**src/ssp_params.svh**
```systemverilog
// constants for the synchronous serial port pin block
`ifndef SSP_PARAMS_SVH
`define SSP_PARAMS_SVH

// ==========================================================
// pin indices into the six-line pin vectors
`define SSP_PIN_TXD 0
`define SSP_PIN_RXD 1
`define SSP_PIN_SCK 2
`define SSP_PIN_CTL0 3
`define SSP_PIN_CTL1 4
`define SSP_PIN_FS 5
`define SSP_PIN_COUNT 6

// ==========================================================
// word and buffer sizes
`define SSP_WORD_BITS 16
`define SSP_FIFO_DEPTH 8
`define SSP_TX_LANES 3

// ==========================================================
// timing: system clock and generated bit clock periods in ns
`define SSP_MCLK_NS 40
`define SSP_BIT_CLK_NS 320
`define SSP_HALF_BIT_CYCLES ((`SSP_BIT_CLK_NS / 2) / `SSP_MCLK_NS)

// ==========================================================
// reset values of pin drive
`define SSP_RST_PIN_OUT 6'h00
`define SSP_RST_PIN_OE 6'h00

`endif

```
**src/ssp_pkg.sv**
```systemverilog
// shared types of the synchronous serial port pin block
package ssp_pkg;

  // operating mode of the three control pins
  typedef enum logic {
    SSP_MODE_SYNC,
    SSP_MODE_ASYNC
  } ssp_mode_e;

endpackage

```
**src/ssp_fifo.sv**
```systemverilog
// flip-flop fifo with valid/ready on both sides
`timescale 1ns/100ps
`include "ssp_params.svh"

module ssp_fifo #(
  parameter int WIDTH = `SSP_WORD_BITS,
  parameter int DEPTH = `SSP_FIFO_DEPTH
) (
  input wire logic mclk_in,
  input wire logic nrst_in,
  input wire logic in_valid_in,
  output logic in_ready_out,
  input wire logic [WIDTH-1:0] in_data_in,
  output logic out_valid_out,
  input wire logic out_ready_in,
  output logic [WIDTH-1:0] out_data_out
);

  localparam int AW = (DEPTH > 1) ? $clog2(DEPTH) : 1;

  // all state of the fifo
  typedef struct packed {
    logic [DEPTH-1:0][WIDTH-1:0] mem; // storage words
    logic [AW-1:0] wr; // write index
    logic [AW-1:0] rd; // read index
    logic [AW:0] cnt; // words held
  } ssp_fifo_s;

  ssp_fifo_s r;
  ssp_fifo_s next_r;
  logic push;
  logic pop;

  // wrap an index at the depth, works for depths that are not powers of two
  function automatic logic [AW-1:0] ssp_inc(input logic [AW-1:0] p);
    ssp_inc = (p == AW'(DEPTH - 1)) ? '0 : p + 1'b1;
  endfunction

  // ==========================================================
  // handshake
  assign in_ready_out = (r.cnt != (AW + 1)'(DEPTH));
  assign out_valid_out = (r.cnt != '0);
  assign out_data_out = r.mem[r.rd];
  assign push = in_valid_in & in_ready_out;
  assign pop = out_valid_out & out_ready_in;

  // next state
  always_comb begin
    next_r = r;
    if (push) begin
      next_r.mem[r.wr] = in_data_in;
      next_r.wr = ssp_inc(r.wr);
    end
    if (pop) begin
      next_r.rd = ssp_inc(r.rd);
    end
    // simultaneous push and pop leaves the count alone
    if (push && !pop) begin
      next_r.cnt = r.cnt + 1'b1;
    end else if (pop && !push) begin
      next_r.cnt = r.cnt - 1'b1;
    end
  end

  // state register
  always_ff @(posedge mclk_in) begin
    if (!nrst_in) begin
      r <= '0;
    end else begin
      r <= next_r;
    end
  end

endmodule

```
**src/ssp_pins.sv**
```systemverilog
// pin-level logic of the synchronous serial port with pin fallback to general lines
`timescale 1ns/100ps
`include "ssp_params.svh"

// Summary of operation
// RQ1: transmit pin sends transmit shift register bits
// RQ2: receive pin bits enter receive shift register
// RQ3: bit clock pin driven by port or peer
// RQ4: bit clock continuous or gated to words
// RQ5: synchronous mode: one clock times both directions
// RQ6: asynchronous: control zero is receive clock
// RQ7: synchronous: control zero second transmitter or flag
// RQ8: asynchronous: control one is receive frame sync
// RQ9: synchronous: control one third transmitter or flag
// RQ10: control two is the shared/transmit frame sync
// RQ11: output frame sync pin carries internal sync
// RQ12: input frame sync supplied by the peer
// RQ13: unused port pins become general purpose lines
// RQ14: one mode setting switches all control pins
module ssp_pins #(
  parameter int WORD_BITS = `SSP_WORD_BITS,
  parameter int FIFO_DEPTH = `SSP_FIFO_DEPTH,
  parameter int HALF_BIT_CYCLES = `SSP_HALF_BIT_CYCLES
) (
  input wire logic mclk_in,
  input wire logic nrst_in,
  input wire logic port_enable_in,
  input wire logic sync_mode_in,
  input wire logic bit_clock_master_in,
  input wire logic clock_gated_in,
  input wire logic frame_master_in,
  input wire logic rx_clock_master_in,
  input wire logic rx_frame_master_in,
  input wire logic [1:0] ctl_tx_lane_in,
  input wire logic [1:0] flag_dir_in,
  input wire logic [1:0] flag_value_in,
  output logic [1:0] flag_state_out,
  input wire logic [`SSP_PIN_COUNT-1:0] gpio_dir_in,
  input wire logic [`SSP_PIN_COUNT-1:0] gpio_data_in,
  output logic [`SSP_PIN_COUNT-1:0] gpio_level_out,
  input wire logic tx_valid_in,
  output logic tx_ready_out,
  input wire logic [WORD_BITS-1:0] tx_data_in,
  input wire logic [WORD_BITS-1:0] tx1_data_in,
  input wire logic [WORD_BITS-1:0] tx2_data_in,
  output logic rx_valid_out,
  output logic [WORD_BITS-1:0] rx_data_out,
  input wire logic [`SSP_PIN_COUNT-1:0] pin_in,
  output logic [`SSP_PIN_COUNT-1:0] pin_out,
  output logic [`SSP_PIN_COUNT-1:0] pin_oe_out
);

  // ==========================================================
  // local sizes
  localparam int NP = `SSP_PIN_COUNT;
  localparam int CW = $clog2(WORD_BITS + 1);
  localparam int DW = (HALF_BIT_CYCLES > 1) ? $clog2(HALF_BIT_CYCLES) : 1;
  localparam int LW = `SSP_TX_LANES * WORD_BITS;

  // all state of the block
  typedef struct packed {
    logic [NP-1:0] sync1; // first synchroniser stage, read only by sync2
    logic [NP-1:0] sync2; // settled pin levels
    logic [NP-1:0] sync3; // previous settled levels for edge finding
    logic [DW-1:0] div_cnt; // half bit divider
    logic bclk; // generated bit clock
    logic [WORD_BITS-1:0] tx_sh0; // primary transmit shift register
    logic [WORD_BITS-1:0] tx_sh1; // second transmitter shift register
    logic [WORD_BITS-1:0] tx_sh2; // third transmitter shift register
    logic [2:0] tx_bits; // bits now on the three transmit lanes
    logic [CW-1:0] tx_cnt; // bits sent of the current word
    logic tx_pend; // frame sync seen, word starts at next rising edge
    logic fs_gen; // generated shared/transmit frame sync
    logic [WORD_BITS-1:0] rx_sh; // receive shift register
    logic [CW-1:0] rx_cnt; // bits received of the current word
    logic rx_pend; // receive frame sync seen
    logic rxfs_gen; // generated receive frame sync, asynchronous mode
    logic [WORD_BITS-1:0] rx_data; // last whole received word
    logic rx_valid; // one-cycle word strobe
    logic [NP-1:0] pin_out; // registered pin drive values
    logic [NP-1:0] pin_oe; // registered pin enables
  } ssp_state_s;

  ssp_state_s r;
  ssp_state_s next_r;

  // fifo drain side
  logic fifo_valid;
  logic fifo_ready;
  logic [LW-1:0] fifo_data;

  // combinational helpers
  ssp_pkg::ssp_mode_e mode;
  logic [NP-1:0] rise;
  logic [NP-1:0] fall;
  logic int_rise;
  logic int_fall;
  logic run;
  logic tx_rise;
  logic tx_fall;
  logic rx_rise;
  logic rx_fall;
  logic tx_fs;
  logic rx_fs;
  logic [CW-1:0] rx_cnt_new;
  logic [WORD_BITS-1:0] rx_sh_new;

  // ==========================================================
  // transmit word buffer: three lanes per entry, back-pressure on tx_ready_out
  ssp_fifo #(
    .WIDTH(LW),
    .DEPTH(FIFO_DEPTH)
  ) u_tx_fifo (
    .mclk_in(mclk_in),
    .nrst_in(nrst_in),
    .in_valid_in(tx_valid_in),
    .in_ready_out(tx_ready_out),
    .in_data_in({tx2_data_in, tx1_data_in, tx_data_in}),
    .out_valid_out(fifo_valid),
    .out_ready_in(fifo_ready),
    .out_data_out(fifo_data)
  );

  // ==========================================================
  // outputs straight from flip-flops
  assign pin_out = r.pin_out;
  assign pin_oe_out = r.pin_oe;
  assign rx_valid_out = r.rx_valid;
  assign rx_data_out = r.rx_data;
  assign gpio_level_out = r.sync2;
  assign flag_state_out = {r.sync2[`SSP_PIN_CTL1], r.sync2[`SSP_PIN_CTL0]};

  // a word is popped on the rising edge that starts it
  assign fifo_ready = tx_rise & r.tx_pend & port_enable_in;

  // ==========================================================
  // clock and frame selection
  always_comb begin
    mode = ssp_pkg::ssp_mode_e'(sync_mode_in ? 1'b0 : 1'b1); // see RQ14
    rise = r.sync2 & ~r.sync3;
    fall = ~r.sync2 & r.sync3;
    // gated clock runs only while a word is queued, pending or moving
    run = !clock_gated_in || fifo_valid || r.tx_pend || r.fs_gen || (r.tx_cnt != '0) ||
          r.rxfs_gen || r.rx_pend || (r.rx_cnt != '0); // see RQ4
    run = run && port_enable_in;
    int_rise = 1'b0;
    int_fall = 1'b0;
    if ((run || r.bclk) && (r.div_cnt == DW'(HALF_BIT_CYCLES - 1))) begin
      int_rise = !r.bclk;
      int_fall = r.bclk;
    end
    // port or peer owns the bit clock
    tx_rise = bit_clock_master_in ? int_rise : rise[`SSP_PIN_SCK]; // see RQ3
    tx_fall = bit_clock_master_in ? int_fall : fall[`SSP_PIN_SCK];
    tx_fs = frame_master_in ? r.fs_gen : r.sync2[`SSP_PIN_FS]; // see RQ12
    if (mode == ssp_pkg::SSP_MODE_SYNC) begin
      // one clock and one frame sync for both directions
      rx_rise = tx_rise; // see RQ5
      rx_fall = tx_fall;
      rx_fs = tx_fs; // see RQ10
    end else begin
      // receiver has its own clock on control zero and frame on control one
      rx_rise = rx_clock_master_in ? int_rise : rise[`SSP_PIN_CTL0]; // see RQ6
      rx_fall = rx_clock_master_in ? int_fall : fall[`SSP_PIN_CTL0];
      rx_fs = rx_frame_master_in ? r.rxfs_gen : r.sync2[`SSP_PIN_CTL1]; // see RQ8
    end
  end

  // ==========================================================
  // next state
  always_comb begin
    next_r = r;
    next_r.rx_valid = 1'b0;
    rx_cnt_new = r.rx_cnt;
    rx_sh_new = r.rx_sh;

    // pin synchronisers: sync1 is read by nothing but sync2
    next_r.sync1 = pin_in;
    next_r.sync2 = r.sync1;
    next_r.sync3 = r.sync2;

    // bit clock divider, parks low when gated and idle
    if (run || r.bclk) begin
      if (r.div_cnt == DW'(HALF_BIT_CYCLES - 1)) begin
        next_r.div_cnt = '0;
        next_r.bclk = !r.bclk;
      end else begin
        next_r.div_cnt = r.div_cnt + 1'b1;
      end
    end else begin
      next_r.div_cnt = '0;
    end

    // transmitter: launch on rising edges
    if (tx_rise) begin
      if (r.tx_pend) begin
        // load all three lanes; an empty buffer sends zeros
        next_r.tx_sh0 = fifo_valid ? fifo_data[WORD_BITS-1:0] : '0;
        next_r.tx_sh1 = fifo_valid ? fifo_data[2*WORD_BITS-1:WORD_BITS] : '0;
        next_r.tx_sh2 = fifo_valid ? fifo_data[LW-1:2*WORD_BITS] : '0;
        next_r.tx_bits = {next_r.tx_sh2[WORD_BITS-1], next_r.tx_sh1[WORD_BITS-1],
                          next_r.tx_sh0[WORD_BITS-1]};
        next_r.tx_sh0 = {next_r.tx_sh0[WORD_BITS-2:0], 1'b0};
        next_r.tx_sh1 = {next_r.tx_sh1[WORD_BITS-2:0], 1'b0};
        next_r.tx_sh2 = {next_r.tx_sh2[WORD_BITS-2:0], 1'b0};
        next_r.tx_cnt = CW'(1);
        next_r.tx_pend = 1'b0;
      end else if (r.tx_cnt == CW'(WORD_BITS)) begin
        // word finished, lanes idle low
        next_r.tx_bits = 3'h0;
        next_r.tx_cnt = '0;
      end else if (r.tx_cnt != '0) begin
        // msb first shifting out of the shift registers
        next_r.tx_bits = {r.tx_sh2[WORD_BITS-1], r.tx_sh1[WORD_BITS-1], r.tx_sh0[WORD_BITS-1]}; // see RQ1
        next_r.tx_sh0 = {r.tx_sh0[WORD_BITS-2:0], 1'b0};
        next_r.tx_sh1 = {r.tx_sh1[WORD_BITS-2:0], 1'b0};
        next_r.tx_sh2 = {r.tx_sh2[WORD_BITS-2:0], 1'b0};
        next_r.tx_cnt = r.tx_cnt + 1'b1;
      end
      // generated frame sync is one bit wide and one bit ahead of the word
      next_r.fs_gen = frame_master_in && fifo_valid && !r.tx_pend && !r.fs_gen &&
                      ((r.tx_cnt == '0) || (r.tx_cnt == CW'(WORD_BITS))); // see RQ11
    end
    // frame sync is taken on falling edges, peer's or our own
    if (tx_fall && tx_fs) begin
      next_r.tx_pend = 1'b1; // see RQ12
    end

    // receive frame sync generator for asynchronous mode
    if (rx_rise) begin
      next_r.rxfs_gen = rx_frame_master_in && !r.rx_pend && !r.rxfs_gen &&
                        (r.rx_cnt == '0);
    end

    // receiver: sample on falling edges
    if (rx_fall) begin
      if (r.rx_pend || (r.rx_cnt != '0)) begin
        rx_sh_new = {r.rx_sh[WORD_BITS-2:0], r.sync2[`SSP_PIN_RXD]}; // see RQ2
        rx_cnt_new = r.rx_pend ? CW'(1) : r.rx_cnt + 1'b1;
        if (rx_cnt_new == CW'(WORD_BITS)) begin
          // whole word: hand out and wait for the next frame
          next_r.rx_data = rx_sh_new;
          next_r.rx_valid = 1'b1;
          rx_cnt_new = '0;
        end
      end
      next_r.rx_sh = rx_sh_new;
      next_r.rx_cnt = rx_cnt_new;
      next_r.rx_pend = rx_fs;
    end

    // pin drive
    if (port_enable_in) begin
      next_r.pin_out[`SSP_PIN_TXD] = r.tx_bits[0]; // see RQ1
      next_r.pin_oe[`SSP_PIN_TXD] = 1'b1;
      next_r.pin_out[`SSP_PIN_RXD] = 1'b0;
      next_r.pin_oe[`SSP_PIN_RXD] = 1'b0; // see RQ2
      next_r.pin_out[`SSP_PIN_SCK] = r.bclk;
      next_r.pin_oe[`SSP_PIN_SCK] = bit_clock_master_in; // see RQ3
      next_r.pin_out[`SSP_PIN_FS] = r.fs_gen; // see RQ11
      next_r.pin_oe[`SSP_PIN_FS] = frame_master_in; // see RQ10
      if (mode == ssp_pkg::SSP_MODE_ASYNC) begin
        // receiver clock and frame, each in or out
        next_r.pin_out[`SSP_PIN_CTL0] = r.bclk;
        next_r.pin_oe[`SSP_PIN_CTL0] = rx_clock_master_in; // see RQ6
        next_r.pin_out[`SSP_PIN_CTL1] = r.rxfs_gen;
        next_r.pin_oe[`SSP_PIN_CTL1] = rx_frame_master_in; // see RQ8
      end else begin
        // extra transmitter lanes or serial flags
        if (ctl_tx_lane_in[0]) begin
          next_r.pin_out[`SSP_PIN_CTL0] = r.tx_bits[1]; // see RQ7
          next_r.pin_oe[`SSP_PIN_CTL0] = 1'b1;
        end else begin
          next_r.pin_out[`SSP_PIN_CTL0] = flag_value_in[0]; // see RQ7
          next_r.pin_oe[`SSP_PIN_CTL0] = flag_dir_in[0];
        end
        if (ctl_tx_lane_in[1]) begin
          next_r.pin_out[`SSP_PIN_CTL1] = r.tx_bits[2]; // see RQ9
          next_r.pin_oe[`SSP_PIN_CTL1] = 1'b1;
        end else begin
          next_r.pin_out[`SSP_PIN_CTL1] = flag_value_in[1]; // see RQ9
          next_r.pin_oe[`SSP_PIN_CTL1] = flag_dir_in[1];
        end
      end
    end else begin
      // port idle: every pin is a plain general purpose line
      next_r.pin_out = gpio_data_in; // see RQ13
      next_r.pin_oe = gpio_dir_in; // see RQ13
      // drop any half-moved word so the next enable starts clean
      next_r.tx_cnt = '0;
      next_r.tx_pend = 1'b0;
      next_r.fs_gen = 1'b0;
      next_r.tx_bits = 3'h0;
      next_r.rx_cnt = '0;
      next_r.rx_pend = 1'b0;
      next_r.rxfs_gen = 1'b0;
      next_r.bclk = 1'b0;
      next_r.div_cnt = '0;
    end
  end

  // ==========================================================
  // state register; synchronous reset leaves every pin undriven
  always_ff @(posedge mclk_in) begin
    if (!nrst_in) begin
      r <= '0;
      r.pin_out <= `SSP_RST_PIN_OUT;
      r.pin_oe <= `SSP_RST_PIN_OE;
    end else begin
      r <= next_r;
    end
  end

endmodule

```
**config.mk**
```make
export PLATFORM = sky130hd
export DESIGN_NAME = ssp_pins
export DESIGN_NICKNAME = d
export VERILOG_FILES = /design/src/ssp_pkg.sv /design/src/ssp_fifo.sv /design/src/ssp_pins.sv
export VERILOG_INCLUDE_DIRS = /design/src
export SDC_FILE = /design/constraint.sdc
export NUM_CORES = 1
export LEC_CHECK = 0
export BUFFER_PORTS_ARGS = -buffer_cell sky130_fd_sc_hd__clkbuf_2
export CAP_MARGIN = 25
export CORE_UTILIZATION = 61
export CTS_BUF_LIST = sky130_fd_sc_hd__clkbuf_16
export DETAILED_ROUTE_END_ITERATION = 12
export PLACE_DENSITY = 0.83
export SETUP_SLACK_MARGIN = 0.3
export SYNTH_ARGS = -nofsm -noshare
export SYNTH_HDL_FRONTEND = slang
export SYNTH_SLANG_ARGS = --single-unit
export TNS_END_PERCENT = 30
```
**constraint.sdc**
```tcl
create_clock -name mclk_in -period 3.6 [get_ports mclk_in]
set_input_delay 0.72 -clock mclk_in [delete_from_list [all_inputs] [get_ports mclk_in]]
set_output_delay 0.72 -clock mclk_in [all_outputs]
set_load 0.03 [all_outputs]
```
==> Word-level counts from Yosys, hierarchy flattened <==
Index checks and enable logic that the tools add are counted.
W data, S select, Z words.
{ "totals": {"reg_bits": 522, "inputBits": 82, "wordCells": 149} }
{ "op_classes": {"n_addsub": 7, "order_cmp": 3, "n_eq_ne": 7, "n_mux": 39, "n_bitwise": 11, "reduce_logical": 49} }
{ "op_table": {"columns": ["op", "count"], "rows": [
  ["$bwmux W384", 1],
  ["$bmux W48 S3", 1],
  ["$demux W48 S3", 1],
  ["$mux W48", 3],
  ["$mux W56", 2],
  ["$mux W16", 3],
  ["$mux W1", 17],
  ["$logic_and A1 B1 Y1", 13],
  ["$mux W12", 1],
  ["$add A5 B1 Y5 const B", 2],
  ["$eq A5 B5 Y1 const B", 2],
  ["$logic_not A5 Y1", 2],
  ["$logic_or A1 B1 Y1", 10],
  ["$mux W5", 2],
  ["$reduce_bool A5 Y1", 2],
  ["$reduce_and A3 Y1", 3],
  ["$and A4 B4 Y4", 2],
  ["$logic_not A1 Y1", 8],
  ["$lt A3 B4 Y1 const B", 2],
  ["$mux W4", 2],
  ["$mux W8", 1],
  ["$not A4 Y4", 2],
  ["$reduce_and A2 Y1", 4],
  ["$add A3 B1 Y3 const B", 2],
  ["17 further kinds", 28]
]} }

==> Logic depth before layout (Yosys ltp) <==
Gate-level depths: netlist of the first run.
{ "depth": {"ltp_word": 19, "mapped_depth": 12} }

==> Modules after synthesis <==
Synthesis of the first run repeated with hierarchy kept, for this count alone.
{ "unflattened": {"hier_cells": 2587, "hier_area_um2": 23468.8} }
{ "by_module_without_submodules": {"columns": ["mod", "n_inst", "cells_each", "area_each_um2", "seq_area_each_um2"], "rows": [
  ["ssp_fifo", 1, 1962, 17828.3, 7887.6],
  ["ssp_pins", 1, 625, 5640.4, 2462.4]
]} }

==> Least setup slack after synthesis of the first run <==
Ideal clock, no wire load.
{ "synth_timing": {"path_kind": "input-to-reg", "start": "input port_enable_in", "end": "register u_tx_fifo.r[3] (netlist name)", "setup_ns": 0.070, "arrival_ns": 2.976, "t_required_ns": 3.530, "path_slack_ns": 0.554, "cell_stages": 12, "n_path_buf": 1, "path_cell_list": "clkbuf_1 > nand4b_1 > nand2_1 > nand4_1 > ha_1 > inv_1 > ha_1 > a21o_1 > a21oi_1 > xnor2_1 > or3_1 > a21oi_1"} }
{ "synth_between": {"elab_chain_cells": 11} }
{ "synth_rtl": {"columns": ["element", "line", "text"], "rows": [
  ["start, declared", "ssp_pins.sv:27", "input wire logic port_enable_in,"],
  ["$logic_and A1 B1 Y1", "ssp_pins.sv:145", "run = run && port_enable_in;"],
  ["$logic_or A1 B1 Y1", "ssp_pins.sv:148", "if ((run || r.bclk) && (r.div_cnt == DW'(HALF_BIT_CYCLES - 1))) begin"],
  ["$logic_and A1 B1 Y1", "ssp_pins.sv:148", null],
  ["$mux W1", "ssp_pins.sv:148", null],
  ["$mux W1", "ssp_pins.sv:153", "tx_rise = bit_clock_master_in ? int_rise : rise[`SSP_PIN_SCK];"],
  ["$and A1 B1 Y1", "ssp_pins.sv:134", "assign fifo_ready = tx_rise & r.tx_pend & port_enable_in;"],
  ["$and A1 B1 Y1 (*)", "ssp_pins.sv:134", null],
  ["$and A1 B1 Y1 (*)", "ssp_fifo.sv:45", "assign pop = out_valid_out & out_ready_in;"],
  ["$logic_not A1 Y1", "ssp_fifo.sv:58", "if (push && !pop) begin"],
  ["$logic_and A1 B1 Y1", "ssp_fifo.sv:58", null],
  ["$mux W4 / $reduce_bool A2 Y1 (equally long branches)", null, null],
  ["end signal, assigned", "ssp_fifo.sv:70", "r <= next_r;"],
  ["end, declared", "ssp_fifo.sv:29", "ssp_fifo_s r;"]
]} }
Mark *: on every way between the ends. The rest lies on a longest branch, timed or not.
A chain may end at the register's enable or synchronous reset.

==> Worst setup path after layout of the first run <==
{ "layout_timing": {"start": "register r[111] (netlist name)", "end": "register u_tx_fifo.r[3] (netlist name)"} }
{ "layout_between": {"elab_chain_cells": 10} }
{ "layout_rtl": {"columns": ["element", "line", "text"], "rows": [
  ["start, declared", "ssp_pins.sv:84", "ssp_state_s r;"],
  ["start signal, assigned", "ssp_pins.sv:310", "r <= next_r;"],
  ["$eq A2 B2 Y1 (*)", "ssp_pins.sv:148", null],
  ["$logic_and A1 B1 Y1 (*)", "ssp_pins.sv:148", null],
  ["$mux W1 (*)", "ssp_pins.sv:148", null],
  ["$mux W1 (*)", "ssp_pins.sv:153", null],
  ["$and A1 B1 Y1 (*) (2 in a row)", "ssp_pins.sv:134", null],
  ["$and A1 B1 Y1 (*)", "ssp_fifo.sv:45", null],
  ["$logic_not A1 Y1", "ssp_fifo.sv:58", null],
  ["$logic_and A1 B1 Y1", "ssp_fifo.sv:58", null],
  ["$mux W4 / $reduce_bool A2 Y1 (equally long branches)", null, null]
]} }
Marked as above.

==> impl_metrics.csv, run 1 <==
group,metric,value,unit
setup_path,critPathLaunchType,"flop",
timing,clock.fmax,0.346,GHz
timing,whs,0.354,ns
placed_design,dpl_cell_area,22200,µm²
placed_design,dp.final_hpwl,31800,µm
hold_path,hold_class,"input port to flop",
yosys,synth_flop_cell,"dfxtp_1",
global_route,grt_max_degree,180,
timing,layout_min_cycle_time,2.89,ns
route,drt_iter0_drc,1865,
yosys,netlist_area,22000,µm²
global_route,first_global_vias,17370,
floorplanning,die_w,192,µm
timing,slew-limit-headroom,28.5,%
placed_design,portBuffers,119,
yosys,yosysWarnings,0,
yosys,syn-num-nets,2658,
floorplanning,core_area,35600,µm²
yosys,async_flop_share,0,%
finish,post-route-util,67.2,%
setup_path,critPathMaxFanout,7,
timing,worst_pin_slew,1.07,ns
yosys,syn_avg_cell_area,8.60,µm²
floorplanning,rows,69,
yosys,ys_ff_latch,517,
finish,nets,2586,
timing,setup_viol,0,
global_route,grtUsageTotal,31.0,%
finish,syn_to_final_growth,8.34,%
clock_tree,cts_tree,"built",
route,antenna_left,0,
finish,drive_gt1_share,14.2,%
clock_tree,path_clk_slew,0.06,ns
timing,hold_viol_final,0,
timing,rsz0062_at_grt,"false",
timing,fin_tns_setup,0,ns
timing,skew,0.0210,ns
timing,fin_crit_sh,80.2,%
status,status,"complete, no violations",
global_route,grt_antenna_before_repair,2,
flow_run,drv_cap,0,
yosys,syn_inst,2563,
finish,design_area,23900,µm²
finish,fill_cells,2736,
route,vias,18249,
clock_tree,clk_latency,0.59,ns
clock_tree,cts_buffers,51,
clock_tree,clockBufferDepth,3,
clock_tree,cts_resized,0,
yosys,synthDistinctLibCells,46,
route,drtPass1Iterations,6,
clock_tree,h-tree-depth,2,
floorplanning,initial_core_util,62.0,%
clock_tree,cts_sinks,517,
clock_tree,root_buffer,"clkbuf_16",
power,power_density,511,nW/µm²
power,p_leak,7.94,nW
route,wire_per_inst,19.2,µm
floorplanning,die_area,36900,µm²
global_route,grt_overflow,0,
route,viasPerCell,6.09,
timing,drv_slew,0,
setup_path,cp.required,4.09,ns
global_route,grt_pass1_wl,90300,µm
power,vdd_drop_max,0.454,mV
route,drc,0,
clock_tree,cts_hold_repair.buffers,0,
setup_path,crit_type,"flop to flop",
yosys,synth_seq_area_share,46.9,%
placed_design,gp_congestion,0.821,
floorplanning,ios,120,
yosys,synth_edf_count,0,
clock_tree,cts_setup_buffers,0,
floorplanning,die_h,192,µm
route,drt-total-wl,57400,µm
setup_path,endpoint_kind,"flop",
setup_path,cp.arrival,3.38,ns
-- report_power, final --
| part | internal (W) | switching [W] | total, W |
|---|---|---|---|
| Sequential | 0.00587 | 0.0000873 | 0.00596 |
| Clock | 0.00303 | 0.00227 | 0.00530 |
| Combinational | 0.000323 | 0.000632 | 0.000955 |
-- per-stage QoR --
step / instances / power [W] / setup slack [ns]
after floorplan: 2563 / 0.00677 / 0.554
after global placement: 2899 / 0.00697 / 0.394
after detailed placement: 2899 / 0.00702 / 0.362
after CTS: 2995 / 0.0122 / 0.733
after global routing: 2995 / 0.0126 / 0.479
final: 2996 / 0.0122 / 0.712
-- layout by cell type (no fill, tap or decap), types with 11 or more instances in the layout --
cell type	n
dfxtp_1	513
inv_1	19
nor2_1	40
clkinv_1	11
o22ai_1	42
mux2i_1	64
nand3_1	24
and2_1	17
mux4_2	96
a21oi_1	484
nand2_1	820
ha_1	12
o21ai_0	32
buf_4	32
clkbuf_16	53
clkbuf_2	119
nor3b_1	45
-- synth_stat cells (2+ instances only) --
library cell  count  share of area [%]
and3_1            5               0.14
nor4_1            4               0.11
and3b_1           2              0.079
xor2_1            5               0.20
mux4_2           96                9.8
clkbuf_1        122                2.1
and2_1           17               0.48
and4_1            2              0.079
nand2_1         820                 14
buf_1            17               0.29
clkbuf_2         21               0.48
nor3b_1          45                1.5
mux2i_1          64                2.9
nor2_1           40               0.68
buf_2            43               0.98
a22oi_1           2              0.068
or4b_1            2              0.091
nand2b_1          4               0.11
mux2_2            2               0.10
ha_1             12               0.68
or3_1             7               0.20
nor4b_1           2              0.079
nand3_1          26               0.59
xnor2_1           4               0.16
nand3b_1          3               0.10
a21oi_1         485                 11
nand4_1           6               0.17
buf_6            11               0.56
nor3_1            5               0.11
inv_1            11               0.19
buf_4            71                2.4
or4_1             3               0.10
o22ai_1          42                1.2
a21o_1            3               0.10
dfxtp_1         517                 47
o21ai_0          32               0.73
-- state kept, by name, indices dropped and copies added (netlist names) --
register / cells
gpio_level_out: 6
next_r: 6
pin_oe_out: 6
pin_out: 6
r: 82
rx_data_out: 16
rx_valid_out: 1
u_tx_fifo.r: 394
-- layer usage --
layer	global-route usage (%)	vias up	part of all wire, %
met2	51.9	963	48
met3	5.39	129	10
met4	10.6	0	2.6
met1	40.4	8689	39
met5	0	-	0
li1	-	8468	-
-- final cells by class --
cell class / instances / area [µm²] / share of cell area [%]
flip-flops and latches: 517 / 10400 / 43.4
repair buffers: 160 / 1020 / 4.25
inverters: 11 / 48.8 / 0.204
clock inverters: 43 / 348 / 1.46
diodes: 1 / 2.50 / 0.0105
multi-input cells: 1750 / 10200 / 42.7
clock buffers: 53 / 1330 / 5.55
well taps: 461 / 577 / 2.41
-- final timing paths --
kind | startpoint | endpoint | slack (ns) | depth (start not counted)
worst min register to register | next_r[123]$_SDFF_PN0_ | gpio_level_out[4]$_SDFF_PN0_ | 0.44 | 1
worst max register to register | r[111]$_SDFF_PP0_ | u_tx_fifo.r[3]$_SDFFE_PN0P_ | 0.71 | 12
worst max-delay path | r[111]$_SDFF_PP0_ | u_tx_fifo.r[3]$_SDFFE_PN0P_ | 0.71 | 12
worst min-delay path | pin_in[1] | next_r[120]$_SDFF_PN0_ | 0.35 | 2
-- kinds of logic after synthesis --
family | after synthesis | synth area share [%]
fa+ha+maj | 13 | 0.772
xor+xnor | 9 | 0.357
simple gates | 997 | 18.8
buf+inv | 296 | 6.99
compound gates | 569 | 13.3
flops | 517 | 46.9
mux | 162 | 12.8
-- critical path, cell delays in order, from the launching register on --
cell and delay [ns]:
dfxtp_1 0.34, ha_1 0.29, nand4b_1 0.22, nand2_1 0.25, nand4_1 0.16, ha_1 0.29, inv_1 0.12, ha_1 0.25
a21o_1 0.17, a21oi_1 0.17, xnor2_1 0.10, or3_1 0.31, a21oi_1 0.14
No activity file was read; power rests on OpenSTA's default activity.
==> run 2: changes to the inputs <==
- CORE_UTILIZATION: 61 -> 55
- PLACE_DENSITY: 0.83 -> 0.79
- clock period: 3.6 -> 2.37 ns (I/O delays scaled with it)
==> impl_metrics.csv, run 2 (synthesized netlist as in run 1, its figures left out) <==
group,metric,value,unit
finish,syn_to_final_growth,15.5,%
timing,drv_slew,0,
finish,layout_commonest_cell,"nand2_1",
power,p_leak,8.56,nW
hold_path,hold_class,"input port to flop",
floorplanning,ios,120,
power,seqPwrFrac,49.2,%
clock_tree,cts_sinks,517,
setup_path,crit_type,"flop to flop",
global_route,grt_max_degree,166,
power,p_int,0.0137,W
clock_tree,clockBufferDepth,3,
finish,drive_gt1_share,20.8,%
timing,finalWorstSetupSlack,-0.0296,ns
finish,fill_cells,3034,
placed_design,dp.final_hpwl,34100,µm
power,p_comb_share,9.7,%
clock_tree,h-tree-depth,2,
timing,rsz0062_at_grt,"true",
placed_design,portBuffers,119,
finish,final_cell_mix,"nand2_1 (751), dfxtp_1 (508), a21oi_1 (455)",
global_route,grt_overflow,0,
status,violations,"setup timing",
global_route,grt_antenna_before_repair,4,
timing,setup_viol,1,
route,vias,19168,
finish,largest_register_ffs,394,
setup_path,crit_path_max_incr_delay,0.55,ns
setup_path,cp.arrival,2.92,ns
clock_tree,root_buffer,"clkbuf_16",
status,status,"finished, violations left",
flow_run,drv_cap,0,
setup_path,critPathMaxFanout,3,
timing,fin_crit_sh,101,%
setup_path,cp_slowest_cell,"or4_4",
timing,whs,0.0889,ns
clock_tree,cts_buffers,53,
timing,skew,0.0162,ns
timing,hold_viol_final,0,
route,viasPerCell,6.15,
floorplanning,initial_core_util,56.4,%
setup_path,path_cells,"or4_4 -> nand4_1 -> ha_4 -> inv_4 -> ha_1 -> a21oi_2 -> xnor2_1 -> or3_1 -> a21oi_1",
placed_design,dp_slack,-0.236,ns
setup_path,critPathLaunchType,"flop",
global_route,grtUsageTotal,29.2,%
timing,layout_min_cycle_time,2.40,ns
floorplanning,die_area,40900,µm²
floorplanning,rows,72,
power,netSwitchingFraction,25.4,%
clock_tree,cts_tree,"built",
route,wire_per_inst,20.8,µm
route,drt_iter0_drc,2153,
global_route,first_global_vias,18039,
timing,clock.fmax,0.417,GHz
route,drc,0,
power,switchingPower,0.00468,W
placed_design,gp_congestion,0.838,
power,power.share.clock,41.1,%
setup_path,cp.required,2.89,ns
clock_tree,clk_latency,0.60,ns
setup_path,endpoint_kind,"flop",
floorplanning,die_h,202,µm
route,drt-total-wl,64900,µm
clock_tree,cts_hold_repair.buffers,0,
clock_tree,path_clk_slew,0.06,ns
finish,nets,2654,
power,power_density,722,nW/µm²
power,vdd_drop_max,0.563,mV
route,antenna_left,0,
floorplanning,core_area,39100,µm²
finish,top_register,"u_tx_fifo.r",
timing,fin_tns_setup,-0.0296,ns
timing,slew-limit-headroom,46.8,%
floorplanning,die_w,202,µm
timing,worst_pin_slew,0.797,ns
route,drtPass1Iterations,6,
global_route,grt_pass1_wl,95400,µm
-- run 2: power by group through the flow --
stage	Sequential (W)	Clock, W	Combinational (W)
3_3_place_gp	0.00921	0	0.00151
5_1_grt	0.00907	0.00801	0.00189
3_5_place_dp	0.00923	0	0.00156
4_1_cts	0.00904	0.00764	0.00160
6_report	0.00905	0.00756	0.00178
2_1_floorplan	0.00920	0	0.00110
-- run 2: per-stage QoR --
step                utilization (%)  cell area [µm²]  power, W  std cells
detailed placement             58.3            22800    0.0108       2995
global placement               58.3            22800    0.0107       2995
finish                         65.2            25500    0.0184       3118
floorplan                         -            22100    0.0103       2563
global route                   65.2            25500    0.0190       3118
CTS                            62.7            24500    0.0183       3096
-- run 2: area by class of cell --
cell class	count	area, µm²	share of cell area [%]
inverter	11	51.3	0.201
multi-input combinational	1750	10800	42.3
sequential	517	10400	40.7
tap	518	648	2.54
timing repair buffer	226	2070	8.14
clock buffer	54	1350	5.30
antenna	3	7.51	0.0295
clock inverter	39	195	0.766
-- run 2: per-layer routing --
metal	track usage (%)	part of all wire [%]	vias to the layer above
li1	-	-	8629
met1	37.9	38	9240
met2	48.6	47	1052
met3	4.11	10	245
met4	12.8	5.0	2
met5	0	0.017	-
-- run 2: final timing paths --
check	startpoint	end	slack, ns	depth (start not counted)
worst max-delay path	u_tx_fifo.r[3]$_SDFFE_PN0P_	u_tx_fifo.r[3]$_SDFFE_PN0P_	-0.03	9
worst min-delay path	pin_in[2]	next_r[121]$_SDFF_PN0_	0.09	2
worst max register to register	u_tx_fifo.r[3]$_SDFFE_PN0P_	u_tx_fifo.r[3]$_SDFFE_PN0P_	-0.03	9
worst min register to register	next_r[120]$_SDFF_PN0_	gpio_level_out[1]$_SDFF_PN0_	0.44	1
-- run 2: repair_timing --
item / in CTS / in global routing
buffers inserted: 7 / 8
setup endpoints to repair: 258 / 373
gates resized for setup: 29 / 165
pin swaps: 6 / 56
cloned: 1 / 11
-- run 2: critical path: cells and delay by family, from the launching register on --
family | cells | cell delay (ns)
xor gates and xnor gates | 1 | 0.08
DFF | 1 | 0.32
adders and majority gates | 2 | 0.51
buffers and inverters | 1 | 0.04
and+or+nand+nor | 3 | 1.07
AOI/OAI and AO/OA | 2 | 0.29
